`config.mk`:
```
export PLATFORM = sky130hd
export DESIGN_NAME = eccr_top
export DESIGN_NICKNAME = d
export VERILOG_FILES = /design/src/eccr_pkg.sv /design/src/eccr_src_decode.sv /design/src/eccr_top.sv
export SDC_FILE = /design/constraint.sdc
export NUM_CORES = 1
export LEC_CHECK = 0
export ABC_AREA = 1
export BUFFER_PORTS_ARGS = -buffer_cell sky130_fd_sc_hd__buf_2
export CORE_ASPECT_RATIO = 0.75
export CORE_MARGIN = 2
export CORE_UTILIZATION = 44
export CTS_BUF_LIST = sky130_fd_sc_hd__clkbuf_4
export CTS_CLUSTER_SIZE = 28
export DETAILED_ROUTE_END_ITERATION = 12
export PLACE_DENSITY = 0.78
export SYNTH_ARGS = -nofsm -noshare
export SYNTH_HDL_FRONTEND = slang
export SYNTH_HIERARCHICAL = 1
export SYNTH_SLANG_ARGS = --single-unit
```
`constraint.sdc`:
```
create_clock -name I_CLK -period 1.07 [get_ports I_CLK]
set_input_delay 0.1605 -clock I_CLK [delete_from_list [all_inputs] [get_ports I_CLK]]
set_output_delay 0.1605 -clock I_CLK [all_outputs]
set_load 0.02 [all_outputs]
```
`src/eccr_pkg.sv`:
```
// Package with register map, field layout and decode constants for the excitation current regs.
package eccr_pkg;

    // Printed offsets 0Dh and 0Eh are not multiples of four: they are word indices.
    localparam logic [7:0]  PIN_SEL_IDX      = 8'h0d;
    localparam logic [7:0]  MAG_IDX          = 8'h0e;
    localparam logic [31:0] PIN_SEL_ADDR     = 32'h0000_0034;
    localparam logic [31:0] MAG_ADDR         = 32'h0000_0038;

    localparam logic [7:0]  PIN_SEL_RESET    = 8'hbb;
    localparam logic [7:0]  MAG_RESET        = 8'h00;

    localparam int          SRC2_LSB         = 4;
    localparam int          SRC1_LSB         = 0;
    localparam int          FIELD_W          = 4;

    // Pin-select codes.
    localparam logic [3:0]  PIN_LAST_AIN     = 4'h9;
    localparam logic [3:0]  PIN_COMMON       = 4'ha;
    localparam logic [3:0]  PIN_NONE         = 4'hb;

    // Magnitude codes.
    localparam logic [3:0]  MAG_OFF          = 4'h0;
    localparam logic [3:0]  MAG_LAST         = 4'ha;
    localparam int          MAG_UA_W         = 12;

    // AHB transfer types and size.
    localparam logic [1:0]  HTRANS_NONSEQ    = 2'h2;
    localparam logic [1:0]  HTRANS_SEQ       = 2'h3;
    localparam logic [2:0]  HSIZE_WORD       = 3'h2;

    typedef enum logic [0:0] {
        ECCR_IDLE = 1'b0,
        ECCR_DATA = 1'b1
    } eccr_phase_t;

endpackage

```
`src/eccr_src_decode.sv`:
```
// One current source's decode from its pin and level fields into analog controls.
`timescale 1ns/1ps
module eccr_src_decode (
    input  wire logic [3:0]  i_pin,
    input  wire logic [3:0]  i_level,
    output logic             o_pin_valid,
    output logic             o_pin_common,
    output logic [9:0]       o_pin_onehot,
    output logic             o_level_valid,
    output logic [11:0]      o_level_ua
);

    always_comb begin
        o_pin_onehot = 10'h000;
        o_pin_common = (i_pin == eccr_pkg::PIN_COMMON);
        o_pin_valid  = (i_pin <= eccr_pkg::PIN_NONE);
        if (i_pin <= eccr_pkg::PIN_LAST_AIN) begin
            o_pin_onehot[i_pin] = 1'b1;
        end
    end

    // Reserved codes drive no current and flag themselves invalid.
    always_comb begin
        o_level_valid = (i_level <= eccr_pkg::MAG_LAST);
        unique case (i_level)
            4'h1:    o_level_ua = 12'h032;
            4'h2:    o_level_ua = 12'h064;
            4'h3:    o_level_ua = 12'h0fa;
            4'h4:    o_level_ua = 12'h1f4;
            4'h5:    o_level_ua = 12'h2ee;
            4'h6:    o_level_ua = 12'h3e8;
            4'h7:    o_level_ua = 12'h5dc;
            4'h8:    o_level_ua = 12'h7d0;
            4'h9:    o_level_ua = 12'h9c4;
            4'ha:    o_level_ua = 12'hbb8;
            default: o_level_ua = 12'h000;
        endcase
    end

endmodule

```
`src/eccr_top.sv`:
```
// AHB-Lite register bank that steers the two sensor-excitation current sources.
//
// What this block does
// - Pin-select register at index 0Dh, resets BBh.
// - Bits 7:4 route source two.
// - Bits 3:0 route source one, reset 1011.
// - Magnitude register at index 0Eh, resets 00h.
// - Bits 7:4 set source two current.
// - Bits 3:0 hold source one magnitude.
// - All fields read back last written value.
// - Source one magnitude decodes like source two.
`timescale 1ns/1ps
module eccr_top (
    input  wire logic        I_CLK,
    input  wire logic        I_RSTN,
    input  wire logic        I_HSEL,
    input  wire logic [31:0] I_HADDR,
    input  wire logic [1:0]  I_HTRANS,
    input  wire logic        I_HWRITE,
    input  wire logic [2:0]  I_HSIZE,
    input  wire logic [31:0] I_HWDATA,
    input  wire logic        I_HREADY,
    output logic      [31:0] O_HRDATA,
    output logic             O_HREADYOUT,
    output logic             O_HRESP,
    output logic      [9:0]  O_SRC1_PIN_ONEHOT,
    output logic             O_SRC1_PIN_COMMON,
    output logic      [11:0] O_SRC1_LEVEL_UA,
    output logic      [9:0]  O_SRC2_PIN_ONEHOT,
    output logic             O_SRC2_PIN_COMMON,
    output logic      [11:0] O_SRC2_LEVEL_UA,
    output logic             O_CODE_RESERVED
);

    logic [7:0]  pin_sel_r;
    logic [7:0]  pin_sel_nxt;
    logic [7:0]  mag_r;
    logic [7:0]  mag_nxt;
    logic        wr_pin_r;
    logic        wr_pin_nxt;
    logic        wr_mag_r;
    logic        wr_mag_nxt;
    logic [31:0] hrdata_r;
    logic [31:0] hrdata_nxt;
    eccr_pkg::eccr_phase_t phase_r;
    eccr_pkg::eccr_phase_t phase_nxt;

    logic [9:0]  s1_onehot;
    logic [9:0]  s2_onehot;
    logic        s1_common;
    logic        s2_common;
    logic        s1_pin_ok;
    logic        s2_pin_ok;
    logic        s1_lvl_ok;
    logic        s2_lvl_ok;
    logic [11:0] s1_ua;
    logic [11:0] s2_ua;

    logic [9:0]  s1_onehot_r;
    logic [9:0]  s2_onehot_r;
    logic        s1_common_r;
    logic        s2_common_r;
    logic [11:0] s1_ua_r;
    logic [11:0] s2_ua_r;
    logic        reserved_r;

    logic        access;
    logic        hit_pin;
    logic        hit_mag;
    logic        hit_any;
    logic        wr_take;
    logic        rd_take;
    logic        pin_wr_en;
    logic        mag_wr_en;
    logic [7:0]  pin_rd_val;
    logic [7:0]  mag_rd_val;

    logic        hreadyout_r;
    logic        hreadyout_nxt;
    logic        hresp_r;
    logic        hresp_nxt;

    logic [3:0]  s1_pin_fld;
    logic [3:0]  s2_pin_fld;
    logic [3:0]  s1_lvl_fld;
    logic [3:0]  s2_lvl_fld;

    logic [9:0]  s1_onehot_nxt;
    logic [9:0]  s2_onehot_nxt;
    logic        s1_common_nxt;
    logic        s2_common_nxt;
    logic [11:0] s1_ua_nxt;
    logic [11:0] s2_ua_nxt;
    logic        s1_pin_rsv;
    logic        s2_pin_rsv;
    logic        s1_lvl_rsv;
    logic        s2_lvl_rsv;
    logic        reserved_nxt;

    // Zero-wait slave: every transfer completes in its first data-phase cycle.
    assign access    = I_HSEL && I_HREADY && I_HTRANS[1];
    assign hit_pin   = (I_HADDR == eccr_pkg::PIN_SEL_ADDR);
    assign hit_mag   = (I_HADDR == eccr_pkg::MAG_ADDR);
    assign hit_any   = hit_pin || hit_mag;
    assign wr_take   = access && I_HWRITE;
    assign rd_take   = access && !I_HWRITE;

    // Address phase: note which register the coming data phase writes.
    always_comb begin
        wr_pin_nxt = 1'b0;
        wr_mag_nxt = 1'b0;
        phase_nxt  = eccr_pkg::ECCR_IDLE;
        if (access) begin
            phase_nxt  = eccr_pkg::ECCR_DATA;
            wr_pin_nxt = wr_take && hit_pin;
            wr_mag_nxt = wr_take && hit_mag;
        end
    end

    always_ff @(posedge I_CLK or negedge I_RSTN) begin
        if (!I_RSTN) begin
            wr_pin_r <= 1'b0;
            wr_mag_r <= 1'b0;
            phase_r  <= eccr_pkg::ECCR_IDLE;
        end else begin
            wr_pin_r <= wr_pin_nxt;
            wr_mag_r <= wr_mag_nxt;
            phase_r  <= phase_nxt;
        end
    end

    // Write strobes count only inside a data phase, never on a stale flag.
    assign pin_wr_en = (phase_r == eccr_pkg::ECCR_DATA) && wr_pin_r;
    assign mag_wr_en = (phase_r == eccr_pkg::ECCR_DATA) && wr_mag_r;

    // Reserved codes are stored as written; no filtering here.
    always_comb begin
        pin_sel_nxt = pin_sel_r;
        if (pin_wr_en) begin
            pin_sel_nxt = I_HWDATA[7:0];
        end
    end

    always_ff @(posedge I_CLK or negedge I_RSTN) begin
        if (!I_RSTN) begin
            pin_sel_r <= eccr_pkg::PIN_SEL_RESET;
        end else begin
            pin_sel_r <= pin_sel_nxt;
        end
    end

    // Both sources stay off until software writes a level.
    always_comb begin
        mag_nxt = mag_r;
        if (mag_wr_en) begin
            mag_nxt = I_HWDATA[7:0];
        end
    end

    always_ff @(posedge I_CLK or negedge I_RSTN) begin
        if (!I_RSTN) begin
            mag_r <= eccr_pkg::MAG_RESET;
        end else begin
            mag_r <= mag_nxt;
        end
    end

    // Reads bypass a same-cycle write, so a read right after a write is fresh.
    assign pin_rd_val = pin_sel_nxt;
    assign mag_rd_val = mag_nxt;

    // Unmapped addresses read zero; bits above the byte are zero.
    always_comb begin
        hrdata_nxt = hrdata_r;
        if (rd_take) begin
            if (!hit_any) begin
                hrdata_nxt = 32'h0000_0000;
            end else if (hit_pin) begin
                hrdata_nxt = {24'h000000, pin_rd_val};
            end else begin
                hrdata_nxt = {24'h000000, mag_rd_val};
            end
        end
    end

    always_ff @(posedge I_CLK or negedge I_RSTN) begin
        if (!I_RSTN) begin
            hrdata_r <= 32'h0000_0000;
        end else begin
            hrdata_r <= hrdata_nxt;
        end
    end

    // The slave never stalls or errors, but both answers still leave from flops.
    always_comb begin
        hreadyout_nxt = 1'b1;
        hresp_nxt     = 1'b0;
    end

    always_ff @(posedge I_CLK or negedge I_RSTN) begin
        if (!I_RSTN) begin
            hreadyout_r <= 1'b1;
            hresp_r     <= 1'b0;
        end else begin
            hreadyout_r <= hreadyout_nxt;
            hresp_r     <= hresp_nxt;
        end
    end

    // Source two sits in the upper nibble of each register.
    assign s1_pin_fld = pin_sel_r[eccr_pkg::SRC1_LSB +: eccr_pkg::FIELD_W];
    assign s2_pin_fld = pin_sel_r[eccr_pkg::SRC2_LSB +: eccr_pkg::FIELD_W];
    assign s1_lvl_fld = mag_r[eccr_pkg::SRC1_LSB +: eccr_pkg::FIELD_W];
    assign s2_lvl_fld = mag_r[eccr_pkg::SRC2_LSB +: eccr_pkg::FIELD_W];

    eccr_src_decode u_src1 (
        .i_pin         (s1_pin_fld),
        .i_level       (s1_lvl_fld),
        .o_pin_valid   (s1_pin_ok),
        .o_pin_common  (s1_common),
        .o_pin_onehot  (s1_onehot),
        .o_level_valid (s1_lvl_ok),
        .o_level_ua    (s1_ua)
    );

    eccr_src_decode u_src2 (
        .i_pin         (s2_pin_fld),
        .i_level       (s2_lvl_fld),
        .o_pin_valid   (s2_pin_ok),
        .o_pin_common  (s2_common),
        .o_pin_onehot  (s2_onehot),
        .o_level_valid (s2_lvl_ok),
        .o_level_ua    (s2_ua)
    );

    // Analog controls are registered so glitches never reach the sources.
    always_comb begin
        s1_onehot_nxt = s1_onehot;
        s1_common_nxt = s1_common;
        s1_ua_nxt     = s1_ua;
    end

    always_ff @(posedge I_CLK or negedge I_RSTN) begin
        if (!I_RSTN) begin
            s1_onehot_r <= 10'h000;
            s1_common_r <= 1'b0;
            s1_ua_r     <= 12'h000;
        end else begin
            s1_onehot_r <= s1_onehot_nxt;
            s1_common_r <= s1_common_nxt;
            s1_ua_r     <= s1_ua_nxt;
        end
    end

    // Source two has its own group so each source can be retimed alone.
    always_comb begin
        s2_onehot_nxt = s2_onehot;
        s2_common_nxt = s2_common;
        s2_ua_nxt     = s2_ua;
    end

    always_ff @(posedge I_CLK or negedge I_RSTN) begin
        if (!I_RSTN) begin
            s2_onehot_r <= 10'h000;
            s2_common_r <= 1'b0;
            s2_ua_r     <= 12'h000;
        end else begin
            s2_onehot_r <= s2_onehot_nxt;
            s2_common_r <= s2_common_nxt;
            s2_ua_r     <= s2_ua_nxt;
        end
    end

    // The flag only reports; reserved codes already drive no current or pin.
    always_comb begin
        s1_pin_rsv   = !s1_pin_ok;
        s2_pin_rsv   = !s2_pin_ok;
        s1_lvl_rsv   = !s1_lvl_ok;
        s2_lvl_rsv   = !s2_lvl_ok;
        reserved_nxt = s1_pin_rsv || s2_pin_rsv || s1_lvl_rsv || s2_lvl_rsv;
    end

    always_ff @(posedge I_CLK or negedge I_RSTN) begin
        if (!I_RSTN) begin
            reserved_r <= 1'b0;
        end else begin
            reserved_r <= reserved_nxt;
        end
    end

    assign O_HRDATA          = hrdata_r;
    assign O_HREADYOUT       = hreadyout_r;
    assign O_HRESP           = hresp_r;
    assign O_SRC1_PIN_ONEHOT = s1_onehot_r;
    assign O_SRC1_PIN_COMMON = s1_common_r;
    assign O_SRC1_LEVEL_UA   = s1_ua_r;
    assign O_SRC2_PIN_ONEHOT = s2_onehot_r;
    assign O_SRC2_PIN_COMMON = s2_common_r;
    assign O_SRC2_LEVEL_UA   = s2_ua_r;
    assign O_CODE_RESERVED   = reserved_r;

endmodule
```
==> flow_summary_export.csv, run 1 <==
group,metric,value,unit
setup_path,end_kind,"output port",
power,ir_drop,576.1,uV
route,drc,0,
route,dr.pass1.iters,4,
hold_path,min_from,"I_HWDATA[2]",
yosys,netlist_top_cells_area,"dfrtp_1, nand2_1, buf_4",
hold_path,worstHoldPathCells,3,
setup_path,critPathRequiredTime,0.91,ns
route,postRouteAntennaNets,0,
yosys,yosysWarnings,6,
timing,hold_viol,0,
flow_run,maxCapViolations,0,
cts,cts-root-buf,"clkbuf_4",
setup_path,crit_family,"flip-flops",
finish,final_util,65.66,%
yosys,synth_top_cell_by_area,"dfrtp_1",
yosys,synth-async-reset-ratio,100.0,%
timing,report.final.slew_viol_count,0,
placed_design,dp_slack,-0.2788,ns
yosys,yosysSeqAreaShare,52.66,%
finish,diodes,0,
global_routing,grt_use_total,18.48,%
power,power.leakage,0.002837,uW
route,via_per_inst,4.540,
floorplan,rows,28,
floorplan,ios,155,
global_routing,first_global_vias,2747,
yosys,syn_inst,393,
setup_path,crit_start,"O_HRDATA[3]",
setup_path,reg2reg_from,"mag_r[5]",
setup_path,cp.arrival,1.01,ns
global_routing,grt_pass1_wl,12410,um
cts,h-tree-depth,3,
outcome,violations,"setup timing",
yosys,postSynthAreaPerCell,8.984,sq um
floorplan,initial_utilization,44.99,%
setup_path,critical_path_buf_inv_count,1,
placed_design,gp_congestion,0.8423,
cts,cts_tree,"yes",
finish,nets,622,
route,drt-total-wl,7855,um
setup_path,critPathSlowestCell,"dfrtp_1",
yosys,synthTopCellsByCount,"nand2_1, dfrtp_1, nor2_1, buf_4, inv_1",
cts,clk_pin_slew,0.13,ns
yosys,ys_types,28,
route,wl_per_cell,12.20,um
floorplan,die-area,8765,sq um
timing,finalSetupViolCount,74,
route,wl_met2,4004,um
route,drt-initial-drc-count,91,
power,powerDensity,951.1,nW/um^2
setup_path,crit_chain,"buf_6",
floorplan,coreArea,7848,sq um
outcome,status,"complete, but fails checks",
timing,post-route-min-period,1.171,ns
setup_path,r2r_end,"O_SRC2_LEVEL_UA[4]",
yosys,syn-cell-area,3531,sq um
setup_path,cp-start-kind,"register",
cts,clk_path_buf_depth,2,
timing,rsz0062_at_grt,"yes",
global_routing,grt_overflow_total,0,
hold_path,hold_path_class,"in2reg",
route,num_vias,2924,
timing,fmax,0.8537,GHz
timing,fin_ws,-0.1014,ns
yosys,ys_ff_latch,74,
route,route.met3.wl,513,um
route,highest_layer,"met4",
finish,drive_above_1_share,43.97,%
cts,clock-sinks,74,
yosys,yosysMostFrequentCell,"nand2_1",
setup_path,max_stage_delay,0.43,ns
yosys,synth-edff-count,0,
hold_path,min_to,"mag_r[2]",
cts,numCtsBuffers,9,
setup_path,crit_fanout,2,
placed_design,hpwl,5309,um
global_routing,antenna_found_initial,0,
global_routing,grt_max_degree,75,
timing,whs,0.02835,ns
setup_path,rr_worst_depth,5,
finish,area_growth,45.92,%
yosys,synth_ff_type,"dfrtp_1",
yosys,synth_top_area_share,48.19,%
timing,clock_skew,0.01743,ns
cts,clkLatencyLatePin,0.44,ns
floorplan,fp.dieW,107.4,um
placed_design,numPortBuffers,100,
setup_path,r2r_slack,-0.07,ns
setup_path,critical_path_class,"reg2out",
route,wl_met1,3247,um
floorplan,die_h,81.58,um
timing,finalCritPeriodShare,109.5,%
[sequential cells by signal, summed over array words and instances (netlist names)]
signal / cells
O_SRC2_PIN_ONEHOT: 10
O_SRC2_PIN_COMMON: 1
O_SRC1_LEVEL_UA: 12
O_HRDATA: 8
O_SRC2_LEVEL_UA: 12
pin_sel_r: 8
wr_pin_r: 1
O_CODE_RESERVED: 1
mag_r: 8
wr_mag_r: 1
phase_r: 1
O_SRC1_PIN_COMMON: 1
O_SRC1_PIN_ONEHOT: 10
[cell usage in the layout, fill, tap and decap left out, types with 2 or more instances in the layout]
cell type      instances
nand2_1              114
dfrtp_1               62
buf_6                 61
buf_2                 45
nor2_1                40
conb_1                28
inv_1                 22
buf_4                 21
o21ai_2               16
nand2_2               14
ha_4                  10
clkbuf_4               9
nand3_1                9
nand3_2                8
dlygate4sd3_1          7
nor2_4                 6
nor3_1                 6
dfrtp_2                6
dfstp_2                6
inv_4                  6
o21ai_1                5
nand2_4                4
nor2_2                 4
buf_12                 4
nor2_8                 3
clkinv_4               3
inv_2                  3
inv_6                  2
o21ai_0                2
nand3b_1               2
ha_2                   2
ha_1                   2
[area by class of cell]
| cell class | count | area [sq um] |
|---|---|---|
| clock inverters | 7 | 77.57 |
| inverters | 32 | 140.1 |
| well taps | 105 | 131.4 |
| repair buffers | 138 | 1220 |
| clock buffers | 9 | 67.56 |
| multi-input cells | 279 | 1649 |
| flip-flops and latches | 74 | 1867 |
| fillers | 620 | 2695 |
[cells by family (layout without fill, tap and decap cells)]
kind of cell,count (synthesis),after routing,share of synthesized area (%)
AND/OR/NAND/NOR,213,213,27.85
flip-flops,74,74,52.66
buffers and inverters,64,186,10.49
AO/OA/AOI/OAI,24,24,3.614
adder cells (fa/ha/maj),14,14,4.961
other,4,28,0.4251
[metrics by stage]
stage	area, sq um	instances	power, uW	TNS, ns
after detailed placement	4190	609	3136	-2.853
after global routing	5152	644	5127	-7.901
final	5152	644	4901	-3.466
after floorplan	3626	417	3060	0
after global placement	4190	609	3131	-2.097
after CTS	5044	640	4963	-4.940
[per-layer routing]
metal | GRT usage [%] | vias up
met3 | 5.714 | 10
met1 | 21.63 | 1352
met5 | 0 | -
met2 | 33.16 | 119
li1 | - | 1443
met4 | 5.385 | 0
[worst max path at each step]
stage / endpoint / slack (ns) / cells past startpoint
after CTS: O_HRDATA[4] / -0.11 / 1
after detailed placement: O_HRDATA[2] / -0.28 / 9
after global routing: O_HRDATA[4] / -0.15 / 8
final: O_HRDATA[3] / -0.10 / 1
after global placement: O_HRDATA[6] / -0.22 / 9
after floorplan: O_SRC2_LEVEL_UA[9] / 0.004 / 4
[power breakdown]
group	internal [uW]	switching [uW]
combinational	103	203
sequential	2800	3.13
clock	730	1060
total	3640	1270
[timing repair]
item | 4_1_cts | 5_1_grt
hold endpoints to repair | 77 | 0
resized for setup | 177 | 23
setup buffers | 8 | 4
hold buffers | 7 | 0
setup endpoints to repair | 80 | 83
pin swaps | 13 | 6
No activity file was read; power rests on OpenSTA's default activity.
==> run 2: changes to the inputs <==
CORE_UTILIZATION = 49   (was 44)
PLACE_DENSITY = 0.82   (was 0.78)
clock period = 1.1 ns   (was 1.07 ns; I/O delays follow)
==> run 2 against run 1 <==
The run still ends with setup timing left. Critical path depth unchanged. Clock skew down 0.0051 ns. Global-route usage up 1.9 points. Clock power up 10%. Wire length up 4.4%. Critical path type unchanged. Highest routed layer unchanged.
==> flow_summary_export.csv, run 2 (synthesis gave the netlist of run 1 again) <==
group,metric,value,unit
finish,final_area,5230,sq um
route,drt-total-wl,8199,um
setup_path,critical_path_buf_inv_count,1,
floorplan,die_h,77.52,um
setup_path,r2r_end,"O_SRC2_LEVEL_UA[4]",
hold_path,worstHoldPathCells,2,
timing,report.final.slew_viol_count,0,
power,p_seq_share,54.7,%
setup_path,end_kind,"output port",
finish,nets,622,
finish,mostFrequentLayoutCells,"nand2_1, buf_6, dfrtp_1",
global_routing,grt_use_total,20.41,%
power,p_int,3761,uW
flow_run,maxCapViolations,0,
setup_path,crit_family,"flip-flops",
setup_path,r2r_slack,-0.06,ns
floorplan,die-area,7908,sq um
setup_path,critPathRequiredTime,0.94,ns
placed_design,numPortBuffers,100,
finish,nFillCells,441,
power,power_switching,1228,uW
floorplan,rows,26,
power,switching_share,24.62,%
timing,hold_viol,0,
placed_design,hpwl,5378,um
route,wl_per_cell,12.87,um
setup_path,critPathSlowestCell,"dfrtp_1",
timing,finalCritPeriodShare,106.2,%
hold_path,hold_path_class,"in2reg",
cts,cts-root-buf,"clkbuf_4",
setup_path,critical_path_class,"reg2out",
finish,area_growth,48.12,%
timing,finalSetupViolCount,66,
global_routing,grt_pass1_wl,12570,um
outcome,status,"complete, but fails checks",
setup_path,reg2reg_from,"mag_r[4]",
route,num_vias,2980,
power,power.total,4989,uW
hold_path,min_from,"I_HREADY",
cts,clkLatencyLatePin,0.43,ns
route,via_per_inst,4.678,
finish,multi_input_area,1718,sq um
power,p_comb_share,5.9,%
finish,ff_latch_area,1868,sq um
setup_path,max_stage_delay,0.43,ns
timing,fin_ws,-0.06818,ns
setup_path,rr_worst_depth,5,
finish,drive_above_1_share,47.31,%
floorplan,ios,155,
timing,rsz0062_at_grt,"yes",
cts,h-tree-depth,3,
placed_design,gp_congestion,0.8448,
floorplan,fp.dieW,102.0,um
route,drc,0,
cts,clk_path_buf_depth,2,
route,dr.pass1.iters,4,
cts,clk_pin_slew,0.13,ns
hold_path,min_to,"phase_r",
timing,fmax,0.8560,GHz
cts,numCtsBuffers,9,
finish,final_util,75.83,%
route,drt-initial-drc-count,127,
setup_path,cp-start-kind,"register",
power,powerDensity,954.0,nW/um^2
route,postRouteAntennaNets,0,
finish,diodes,0,
power,power.leakage,0.002862,uW
placed_design,place_area,4184,sq um
cts,clock-sinks,74,
global_routing,antenna_found_initial,0,
power,pwr-share-clk,39.4,%
placed_design,dp_slack,-0.2231,ns
finish,final_common_cell,"nand2_1",
global_routing,grt_max_degree,75,
timing,clock_skew,0.01233,ns
power,ir_drop,554.2,uV
outcome,violations,"setup timing",
floorplan,coreArea,6897,sq um
timing,post-route-min-period,1.168,ns
floorplan,initial_utilization,51.20,%
setup_path,crit_chain,"buf_6",
global_routing,grt_overflow_total,0,
setup_path,crit_fanout,1,
cts,cts_tree,"yes",
setup_path,cp.arrival,1.00,ns
global_routing,first_global_vias,2844,
run 2: cell count changes in the layout (fill, tap and decap cells not counted), moves of 3 or more:
cell	change
buf_6	+8
nand2_1	-8
nand2_2	+5
buf_4	-3
dlygate4sd3_1	-3
nand2_4	+3
o21ai_1	-3
o21ai_2	+3
run 2: routing by layer:
metal	GRT usage (%)	vias to the layer above	share of wire, %
li1	-	1442	-
met1	24.18	1391	39
met2	35.07	128	52
met3	6.486	19	6.6
met4	6.667	0	2.4
met5	0	-	0
run 2: worst max-delay path by stage:
stage | slack, ns | endpoint | cells past startpoint | from
final | -0.07 | O_SRC1_LEVEL_UA[8] | 1 | O_SRC1_LEVEL_UA[8]
after global routing | -0.13 | O_HRDATA[6] | 8 | phase_r
after CTS | -0.07 | O_HRDATA[2] | 1 | O_HRDATA[2]
after detailed placement | -0.22 | O_HRDATA[6] | 9 | I_HADDR[15]
after global placement | -0.17 | O_HRDATA[6] | 9 | I_HADDR[15]
after floorplan | 0.007 | O_SRC2_LEVEL_UA[9] | 4 | mag_r[4]
run 2: what timing repair did:
item | in CTS | in global routing
cloned | 0 | 0
endpoints found under the hold margin | 72 | 0
gates resized for setup | 170 | 61
setup endpoints to repair | 78 | 83
hold buffers | 4 | 0
buffers inserted | 8 | 6
pin swaps | 10 | 26
run 2: power groups by stage:
stage                     Sequential [uW]  Combinational [uW]  Clock, uW
after global routing                 2730                 331       2130
after detailed placement             2780                 274          0
after floorplan                      2780                 192          0
after CTS                            2730                 296       2000
after global placement               2780                 268          0
final                                2730                 295       1970
run 2: layout make-up:
| type | instances | area share (%) |
|---|---|---|
| inverter | 32 | 2.632 |
| multi-input combinational | 279 | 32.85 |
| clock inverter | 7 | 1.890 |
| clock buffer | 9 | 1.292 |
| timing repair buffer | 138 | 23.28 |
| tap | 98 | 2.345 |
| sequential | 74 | 35.72 |
run 2: through the flow:
| stage | hold slack [ns] | setup TNS (ns) | instances |
|---|---|---|---|
| 3_3_place_gp | 0.2162 | -1.326 | 604 |
| 6_report | 0.03676 | -1.717 | 637 |
| 5_1_grt | 0.01183 | -5.816 | 637 |
| 3_5_place_dp | 0.2268 | -2.104 | 604 |
| 2_1_floorplan | -0.1306 | 0 | 417 |
| 4_1_cts | 0.007156 | -2.677 | 632 |
